## config.mk

```make
export PLATFORM = sky130hd
export DESIGN_NAME = atrc_top
export DESIGN_NICKNAME = d
export VERILOG_FILES = /design/src/rtl/atrc_pkg.sv /design/src/rtl/atrc_ref_reg.sv /design/src/rtl/atrc_top.sv
export VERILOG_INCLUDE_DIRS = /design/src /design/src/rtl
export SDC_FILE = /design/constraint.sdc
export NUM_CORES = 1
export LEC_CHECK = 0
export BUFFER_PORTS_ARGS = -buffer_cell sky130_fd_sc_hd__buf_2
export CAP_MARGIN = 20
export CORE_ASPECT_RATIO = 0.7
export CORE_UTILIZATION = 47
export CTS_CLUSTER_SIZE = 24
export DETAILED_ROUTE_END_ITERATION = 10
export GPL_TIMING_DRIVEN = 0
export PLACE_DENSITY = 0.87
export SKIP_CTS_REPAIR_TIMING = 1
export SKIP_LAST_GASP = 1
export SLEW_MARGIN = 20
export SYNTH_ARGS = -nofsm -noshare
export SYNTH_HDL_FRONTEND = slang
export SYNTH_SLANG_ARGS = --single-unit
export TNS_END_PERCENT = 100
```

## constraint.sdc

```tcl
create_clock -name ref_clk -period 1.86 [get_ports ref_clk]
set_input_delay 0.279 -clock ref_clk [delete_from_list [all_inputs] [get_ports ref_clk]]
set_output_delay 0.279 -clock ref_clk [all_outputs]
set_load 0.03 [all_outputs]
```

## src/rtl/atrc_consts.svh

```systemverilog
`ifndef ATRC_CONSTS_SVH
`define ATRC_CONSTS_SVH

// ----------------------------------------
// reference control register
// ----------------------------------------
`define ATRC_REF_CTRL_ADDR 8'hD1
`define ATRC_REF_CTRL_RESET 8'h18
`define ATRC_REF_CTRL_WMASK 8'h3D
`define ATRC_GND_BIT 5
`define ATRC_VSEL_HI 4
`define ATRC_VSEL_LO 3
`define ATRC_TEMP_BIT 2
`define ATRC_PREF_BIT 0

// ----------------------------------------
// conversion timing and width
// ----------------------------------------
`define ATRC_LP_TRACK_CLKS 2'h3
`define ATRC_RESULT_BITS 10

`endif

```

## src/rtl/atrc_pkg.sv

```systemverilog
`default_nettype none
package atrc_pkg;

	// ----------------------------------------
	// voltage reference codes
	// ----------------------------------------
	typedef enum logic [1:0] {
		ATRC_VREF_SUPPLY = 2'b00,
		ATRC_VREF_RSVD = 2'b01,
		ATRC_VREF_DIG18 = 2'b10,
		ATRC_VREF_HS165 = 2'b11
	} atrc_vref_t;

	// ----------------------------------------
	// decoded reference controls
	// ----------------------------------------
	typedef struct packed {
		logic ground_ref_select;
		atrc_vref_t voltage_ref_select;
		logic temp_sensor_enable;
		logic precision_ref_output_enable;
	} atrc_ref_t;

	// ----------------------------------------
	// track-and-hold sequencer states
	// ----------------------------------------
	typedef enum logic [1:0] {
		ATRC_IDLE = 2'b00,
		ATRC_TRACK = 2'b01,
		ATRC_CONV = 2'b10
	} atrc_state_t;

endpackage
`default_nettype wire

```

## src/rtl/atrc_ref_reg.sv

```systemverilog
`include "atrc_consts.svh"
`default_nettype none
module atrc_ref_reg
	import atrc_pkg::*;
(
	// clock, reset, enable
	input wire logic ref_clk,
	input wire logic reset,
	input wire logic ce,
	// register port
	input wire logic [7:0] sfr_addr,
	input wire logic sfr_wr,
	input wire logic [7:0] sfr_wdata,
	// stored value
	output logic [7:0] reg_value
);

	logic [7:0] next_reg_value;

	// ----------------------------------------
	// write with unused bits held at zero
	// ----------------------------------------
	always_comb begin
		next_reg_value = reg_value;
		if (ce && sfr_wr && sfr_addr == `ATRC_REF_CTRL_ADDR) begin
			next_reg_value = sfr_wdata & `ATRC_REF_CTRL_WMASK;
		end
	end

	always_ff @(posedge ref_clk or posedge reset) begin
		if (reset) begin
			reg_value <= `ATRC_REF_CTRL_RESET;
		end else begin
			reg_value <= next_reg_value;
		end
	end

endmodule
`default_nettype wire

```

## src/rtl/atrc_top.sv

```systemverilog
// Operation
// One low-power-track select input picks continuous tracking or low-power track-and-hold.
// With low-power and burst both off, the input is tracked always except during a conversion.
// In low-power mode with a software start, each conversion starts with exactly 3 converter clocks of tracking.
// In low-power mode with the pin as trigger, tracking happens only while the pin is low.
// With the pin as trigger, a conversion starts on its rising edge; the driver returns it low.
// Tracking can be shut down while the device is in standby or sleep.
// Each conversion yields a 10-bit result.
// Reference control bits 7:6 and 1 read as zero and ignore writes.
// Bit 5 selects the ground reference, zero meaning the ground pin.
// Bits 4:3 select the voltage reference: 00 supply, 10 1.8 V supply, 11 1.65 V reference.
// Bit 2 enables the temperature sensor.
// Bit 0 enables the 1.68 V precision reference and connects it to the reference pin.
// Reference code 01 is reserved and falls back to the supply reference.
`include "atrc_consts.svh"
`default_nettype none
module atrc_top
	import atrc_pkg::*;
#(
	parameter int RESULT_BITS = `ATRC_RESULT_BITS
)
(
	// clock, reset, enable
	input wire logic ref_clk,
	input wire logic reset,
	input wire logic ce,
	// register port
	input wire logic [7:0] sfr_addr,
	input wire logic sfr_wr,
	input wire logic sfr_rd,
	input wire logic [7:0] sfr_wdata,
	output logic [7:0] sfr_rdata,
	// converter control bits
	input wire logic low_power_track_select,
	input wire logic burst_mode_enable,
	input wire logic ext_trigger_select,
	input wire logic sw_start,
	// convert-start pin
	input wire logic external_convert_start,
	// power state
	input wire logic low_power_state,
	input wire logic track_shutdown_enable,
	// analog converter core
	input wire logic sar_tick,
	input wire logic conv_done,
	input wire logic [RESULT_BITS-1:0] core_result,
	output logic track_en,
	output logic convert_active,
	output logic [RESULT_BITS-1:0] result,
	output logic result_valid,
	// reference controls
	output logic ground_ref_select,
	output atrc_vref_t voltage_ref_select,
	output logic temp_sensor_enable,
	output logic precision_ref_output_enable
);

	// ----------------------------------------
	// reference control register
	// ----------------------------------------
	logic [7:0] ref_value;
	atrc_ref_t ref_dec;
	atrc_ref_t ref_q;
	atrc_ref_t next_ref_q;
	logic [7:0] next_sfr_rdata;

	atrc_ref_reg u_ref_reg (
		.ref_clk(ref_clk),
		.reset(reset),
		.ce(ce),
		.sfr_addr(sfr_addr),
		.sfr_wr(sfr_wr),
		.sfr_wdata(sfr_wdata),
		.reg_value(ref_value)
	);

	function automatic atrc_vref_t vref_decode(input logic [1:0] code);
		atrc_vref_t sel;
		sel = atrc_vref_t'(code);
		if (sel == ATRC_VREF_RSVD) begin
			sel = ATRC_VREF_SUPPLY;
		end
		return sel;
	endfunction

	always_comb begin
		ref_dec.ground_ref_select = ref_value[`ATRC_GND_BIT];
		ref_dec.voltage_ref_select = vref_decode(ref_value[`ATRC_VSEL_HI:`ATRC_VSEL_LO]);
		ref_dec.temp_sensor_enable = ref_value[`ATRC_TEMP_BIT];
		ref_dec.precision_ref_output_enable = ref_value[`ATRC_PREF_BIT];
	end

	always_comb begin
		next_ref_q = ref_q;
		next_sfr_rdata = sfr_rdata;
		if (ce) begin
			next_ref_q = ref_dec;
			next_sfr_rdata = 8'h00;
			if (sfr_rd && sfr_addr == `ATRC_REF_CTRL_ADDR) begin
				next_sfr_rdata = ref_value;
			end
		end
	end

	always_ff @(posedge ref_clk or posedge reset) begin
		if (reset) begin
			ref_q <= '0;
			sfr_rdata <= 8'h00;
		end else begin
			ref_q <= next_ref_q;
			sfr_rdata <= next_sfr_rdata;
		end
	end

	assign ground_ref_select = ref_q.ground_ref_select;
	assign voltage_ref_select = ref_q.voltage_ref_select;
	assign temp_sensor_enable = ref_q.temp_sensor_enable;
	assign precision_ref_output_enable = ref_q.precision_ref_output_enable;

	// ----------------------------------------
	// start-of-conversion detection
	// ----------------------------------------
	logic pin_prev;
	logic next_pin_prev;
	logic start_evt;
	logic shutdown;

	always_comb begin
		next_pin_prev = pin_prev;
		if (ce) begin
			next_pin_prev = external_convert_start;
		end
	end

	always_ff @(posedge ref_clk or posedge reset) begin
		if (reset) begin
			pin_prev <= 1'b1;
		end else begin
			pin_prev <= next_pin_prev;
		end
	end

	always_comb begin
		if (ext_trigger_select) begin
			start_evt = external_convert_start && !pin_prev;
		end else begin
			start_evt = sw_start;
		end
		shutdown = low_power_state && track_shutdown_enable;
	end

	// ----------------------------------------
	// track-and-hold sequencer
	// ----------------------------------------
	atrc_state_t state;
	atrc_state_t next_state;
	logic [1:0] trk_cnt;
	logic [1:0] next_trk_cnt;
	logic next_track_en;
	logic next_convert_active;
	logic [RESULT_BITS-1:0] next_result;
	logic next_result_valid;

	always_comb begin
		next_state = state;
		next_trk_cnt = trk_cnt;
		next_result = result;
		next_result_valid = 1'b0;
		if (ce) begin
			unique case (state)
				ATRC_IDLE: begin
					next_trk_cnt = 2'h0;
					if (start_evt) begin
						if (low_power_track_select && !ext_trigger_select) begin
							next_state = ATRC_TRACK;
						end else begin
							next_state = ATRC_CONV;
						end
					end
				end
				ATRC_TRACK: begin
					if (sar_tick) begin
						if (trk_cnt == `ATRC_LP_TRACK_CLKS - 2'h1) begin
							next_state = ATRC_CONV;
							next_trk_cnt = 2'h0;
						end else begin
							next_trk_cnt = trk_cnt + 2'h1;
						end
					end
				end
				ATRC_CONV: begin
					if (conv_done) begin
						next_state = ATRC_IDLE;
						next_result = core_result;
						next_result_valid = 1'b1;
					end
				end
				default: begin
					next_state = ATRC_IDLE;
					next_trk_cnt = 2'h0;
				end
			endcase
		end else begin
			next_result_valid = result_valid;
		end
	end

	// ----------------------------------------
	// tracking and convert outputs
	// ----------------------------------------
	always_comb begin
		next_track_en = track_en;
		next_convert_active = convert_active;
		if (ce) begin
			next_convert_active = (next_state == ATRC_CONV);
			unique case (next_state)
				ATRC_TRACK: begin
					next_track_en = 1'b1;
				end
				ATRC_CONV: begin
					next_track_en = 1'b0;
				end
				default: begin
					if (shutdown) begin
						next_track_en = 1'b0;
					end else if (low_power_track_select && ext_trigger_select) begin
						next_track_en = !external_convert_start;
					end else begin
						next_track_en = !low_power_track_select && !burst_mode_enable;
					end
				end
			endcase
		end
	end

	always_ff @(posedge ref_clk or posedge reset) begin
		if (reset) begin
			state <= ATRC_IDLE;
			trk_cnt <= 2'h0;
			track_en <= 1'b0;
			convert_active <= 1'b0;
			result <= '0;
			result_valid <= 1'b0;
		end else begin
			state <= next_state;
			trk_cnt <= next_trk_cnt;
			track_en <= next_track_en;
			convert_active <= next_convert_active;
			result <= next_result;
			result_valid <= next_result_valid;
		end
	end

endmodule
`default_nettype wire

```

Word-level counts from Yosys, hierarchy flattened

Cells that the tools add are included.

Bits in registers: 36
Output and inout port bits: 26
Word-level logic and storage cells: 57

Add/sub/neg operators: 1
Eq/ne operators: 8
Mux-type cells: 18
Bitwise operators: 1
Reduce and logical (&&, ||, !) cells: 16

Operators with widths:

| operator            | count |
|---|---|
| $mux 2              | 9 |
| $eq 8x8->1 const B  | 1 |
| $logic_and 1x1->1   | 8 |
| $eq 2x1->1 const B  | 3 |
| $eq 2x2->1 const B  | 3 |
| $mux 6              | 1 |
| $pmux 2 s3          | 1 |
| $reduce_and 3->1    | 2 |
| $logic_not 1->1     | 5 |
| $mux 1              | 5 |
| $pmux 2 s2          | 1 |
| $add 2x1->2 const B | 1 |
| $logic_not 2->1     | 1 |
| $ne 2x2->1 const B  | 1 |
| $pmux 1 s2          | 1 |
| $not 1->1           | 1 |

Depth between registers and ports, before layout

Word-level depth: 8
Gate-level depth with buffers: 6

Modules after synthesis

A second synthesis with hierarchy kept.

Cells, all modules: 137
Area total of the unflattened synthesis: 1682.9 um^2

Modules (own cells, without submodules):

| module       | times used | cells an instance | area each (um^2) | sequential area each (um^2) |
|---|---|---|---|---|
| atrc_top     | 1          | 119               | 1431.4           | 777.0 |
| atrc_ref_reg | 1          | 18                | 251.5            | 127.6 |

Worst setup path before layout

Ideal clock, no wire load.

Path type: reg-to-reg
Start point: reg pin_prev
End point: reg track_en
Library setup time: 82 ps
Data arrival time: 1594 ps
Data required time: 1778 ps
Slack: 184 ps
Cell stages (with the launch flop): 7
Buffers on the path: 0
Cells stage by stage: dfstp_2 > inv_1 > a311o_1 > a32o_1 > ha_1 > nand2b_1 > a31oi_1

Longest elaborated chain between the ends: 8
Elaborated cells between the ends (all ways): 9
Classes of those cells: eq/ne (2); mux (5); reduce/logical (2)

RTL lines:

| item                                            | line            | text |
|---|---|---|
| start, declared                                 | atrc_top.sv:123 | `logic pin_prev;` |
| start signal, assigned                          | atrc_top.sv:139 | `pin_prev <= next_pin_prev;` |
| $logic_not 1->1 *                               | atrc_top.sv:145 | `start_evt = external_convert_start && !pin_prev;` |
| $logic_and 1x1->1 *                             | atrc_top.sv:145 |  |
| $mux 1 *                                        | atrc_top.sv:144 | `if (ext_trigger_select) begin` |
| $mux 2 *                                        | atrc_top.sv:173 | `if (start_evt) begin` |
| $pmux 2 s3 *                                    | atrc_top.sv:170 | `unique case (state)` |
| $mux 2 *                                        | atrc_top.sv:169 | `if (ce) begin` |
| via next_state[1]                               | atrc_top.sv:156 | `atrc_state_t next_state;` |
| $eq 2x2->1 / $eq 2x1->1 (equally long branches) | atrc_top.sv:216 | `unique case (next_state)` |
| $pmux 1 s2 *                                    | atrc_top.sv:216 |  |
| end signal, assigned                            | atrc_top.sv:247 | `track_en <= next_track_en;` |
| end, declared                                   | atrc_top.sv:47  | `output logic track_en,` |

The timed path passes the listed nets; every way through them passes the cells marked *.
A chain may end at the register's enable or synchronous reset.

Final worst setup path

Start point: reg state[0]
End point: reg track_en

Elaborated cells between the ends (all ways): 12
Classes of those cells: eq/ne (4); mux (7); reduce/logical (1)

RTL lines:

| item                                            | line            | text |
|---|---|---|
| start, declared                                 | atrc_top.sv:155 | `atrc_state_t state;` |
| start signal, assigned                          | atrc_top.sv:245 | `state <= next_state;` |
| $eq 2x2->1, or another cell as far along        | atrc_top.sv:170 |  |
| $pmux 2 s3 *                                    | atrc_top.sv:170 |  |
| $mux 2 *                                        | atrc_top.sv:169 |  |
| via next_state[1]                               | atrc_top.sv:156 |  |
| $eq 2x2->1 / $eq 2x1->1 (equally long branches) | atrc_top.sv:216 |  |
| $pmux 1 s2 *                                    | atrc_top.sv:216 |  |

Marked as above.

==> results.sh <==
export IMPL_p_sw_share_pct=37.2
export IMPL_vdd_drop_max_mv=0.512
export IMPL_yosys_area_top_type="dfrtp_1"
export IMPL_r2r_start="state[0]"
export IMPL_hp_class="in -> async"
export IMPL_p_seq_share_pct=40.3
export IMPL_finalCritPeriodShare_pct=96.4
export IMPL_initial_core_util_pct=51.9
export IMPL_drtAntennaViolNets=0
export IMPL_path_max_fanout=10
export IMPL_synth_cell_type_count=34
export IMPL_leakagePower_uw=0.00100
export IMPL_maxSlewHeadroom_pct=54.7
export IMPL_antenna_cells=0
export IMPL_clockBufferDepth=2
export IMPL_vias=1196
export IMPL_crit_arrival_ns=1.93
export IMPL_clock_sinks=33
export IMPL_hold_viol_final=0
export IMPL_stdcell_count=232
export IMPL_slowest_delay_ns=0.37
export IMPL_seq_area_um2=830
export IMPL_synthTopCellsByArea="dfrtp_1, mux2_2, dfstp_2"
export IMPL_overflow=0
export IMPL_antenna_found_initial=0
export IMPL_startpoint="state[0]"
export IMPL_startpoint_type="flip-flop"
export IMPL_syn_inst=127
export IMPL_ys_seq_area_share_pct=54.3
export IMPL_rrSetupSlack_ns=0.07
export IMPL_ys_warn_count=0
export IMPL_cts_tree="done"
export IMPL_total_power_uw=2460
export IMPL_routed_wirelength_um=3380
export IMPL_drc=0
export IMPL_clock_skew_ns=0.00506
export IMPL_fill_cells=236
export IMPL_die_area_um2=3490
export IMPL_p_clk_share_pct=20.7
export IMPL_io_pins=66
export IMPL_num_rows=16
export IMPL_avgViaCountPerCell=5.16
export IMPL_cp_end_kind="flip-flop"
export IMPL_synth_seq_cells=33
export IMPL_path_buf_inv=1
export IMPL_core_um2=2940
export IMPL_grt_pass1_wl_um=5600
export IMPL_firstDrtPassIters=4
export IMPL_layout_drive_gt1_share_pct=50.0
export IMPL_pwr_share_comb_pct=39.0
export IMPL_p_per_area_nw_per_um2=1240
export IMPL_tightest_slew_ns=0.679
export IMPL_grt_start_max_net_pins=34
export IMPL_wire_per_inst_um=14.6
export IMPL_status="finished, final reports clean"
export IMPL_syn_to_final_growth_pct=29.9
export IMPL_die_w_um=70.1
export IMPL_drt_initial_drc_count=38
export IMPL_synthArstFlopShare_pct=100
export IMPL_crit_family="compound AO/OA/AOI/OAI gates"
export IMPL_io_buffers=59
export IMPL_cp_slowest_cell="dfrtp_1"
export IMPL_multi_input_area_um2=601
export IMPL_dp_hpwl_um=2490
export IMPL_synth_common_cells="dfrtp_1, inv_1, o21ai_0, mux2_2, nand2_1"
export IMPL_nets=237
export IMPL_grt_pass1_vias=1298
export IMPL_die_height_um=49.7
export IMPL_dp_cells=224
export IMPL_clk_pin_slew_ns=0.07
export IMPL_criticalPathCategory="reg -> reg"
export IMPL_intPower_uw=1540
export IMPL_switchingPower_uw=913
export IMPL_drv_slew=0
export IMPL_h_tree_depth=2
export IMPL_root_buffer="clkbuf_8"
export IMPL_required_ns=1.99
export IMPL_cap_violations=0
export IMPL_setup_tns_ns=0
export IMPL_rsz0062_at_grt="false"
export IMPL_syn_area_um2=1530
export IMPL_crit_chain="buf_6 -> a311o_1 -> a32o_2 -> ha_4 -> nand2b_1 -> a31oi_1"
export IMPL_synth_edf_count=0
export IMPL_syn_avg_cell_area_um2=12.0
export IMPL_fin_crit_ns=1.79
export IMPL_cts_buffers=5
export IMPL_clk_latency_ns=0.28
export IMPL_setup_viol=0
export IMPL_gp_congestion=0.858
export IMPL_grt_util_all_layers_pct=21.0
export IMPL_synth_most_common_cell="dfrtp_1"
export IMPL_fmaxAchievable_mhz=558
export IMPL_yosys_most_used_dff="dfrtp_1"
export IMPL_synth_top_area_share_pct=49.1
==> cell families after synthesis <==
group,after synthesis,synth area share [%]
flops,33,54.3
mux,16,13.0
fa+ha+maj,2,1.64
simple gates,24,11.5
buf+inv,25,8.19
other cells,1,0.245
compound gates,26,11.1
==> layer usage <==
| metal | share of wire [%] | global-route usage [%] |
|---|---|---|
| met5 | 0 | 0 |
| met4 | 0.39 | 6.33 |
| met3 | 4.8 | 7.16 |
| met2 | 54 | 38.8 |
| met1 | 41 | 22.9 |
==> sequential cells by signal, indices dropped and copies added, names as in the netlist <==
register                     count
result                          10
pin_prev                         1
sfr_rdata                        5
result_valid                     1
trk_cnt                          2
precision_ref_output_enable      1
ground_ref_select                1
u_ref_reg.reg_value              5
convert_active                   1
state                            2
temp_sensor_enable               1
track_en                         1
voltage_ref_select               2
==> power groups by stage <==
stage	sequential [µW]	combinational (µW)	clock, µW
finish	991	959	508
CTS	988	909	523
global placement	985	875	0
floorplan	1270	368	0
global route	1010	1020	552
detailed placement	1000	899	0
==> cell type report <==
class / count / area share (%)
plain buffers: 9 / 3.59
multi-input cells: 71 / 30.3
clock inverters: 2 / 0.504
flip-flops and latches: 33 / 41.8
well taps: 36 / 2.27
inverters: 16 / 3.03
clock buffers: 6 / 3.66
repair buffers: 59 / 14.9
==> through the flow <==
| stage | hold slack [ns] | util [%] | cell area [µm²] | setup slack [ns] |
|---|---|---|---|---|
| after detailed placement | 0.425 | 63.7 | 1880 | 0.0556 |
| after CTS | 0.122 | 66.5 | 1960 | 0.0126 |
| after global routing | 0.163 | 67.4 | 1980 | 0.00841 |
| final | 0.107 | 67.4 | 1980 | 0.0672 |
| after global placement | 0.474 | 63.7 | 1880 | 0.0759 |
| after floorplan | 0.393 | - | 1540 | 0.184 |
==> placed cells by master (no fill, tap or decap), types with 4 or more instances in the layout <==
cell type and n:
buf_2 59, dfrtp_1 30, inv_1 15, o21ai_0 12, mux2_2 11, nand2_1 7, o22ai_1 5, mux2_4 5
clkbuf_8 5, buf_4 4
==> final timing paths <==
kind                                     endpoint  cells past startpoint
max                                      track_en                      6
min                                  result_valid                      2
max reg2reg                              track_en                      6
min reg2reg                              pin_prev                      2
max in group asynchronous               result[7]                      2
min in group ref_clk       u_ref_reg.reg_value[5]                      2
Note: power is estimated with default switching activity, not from simulation.
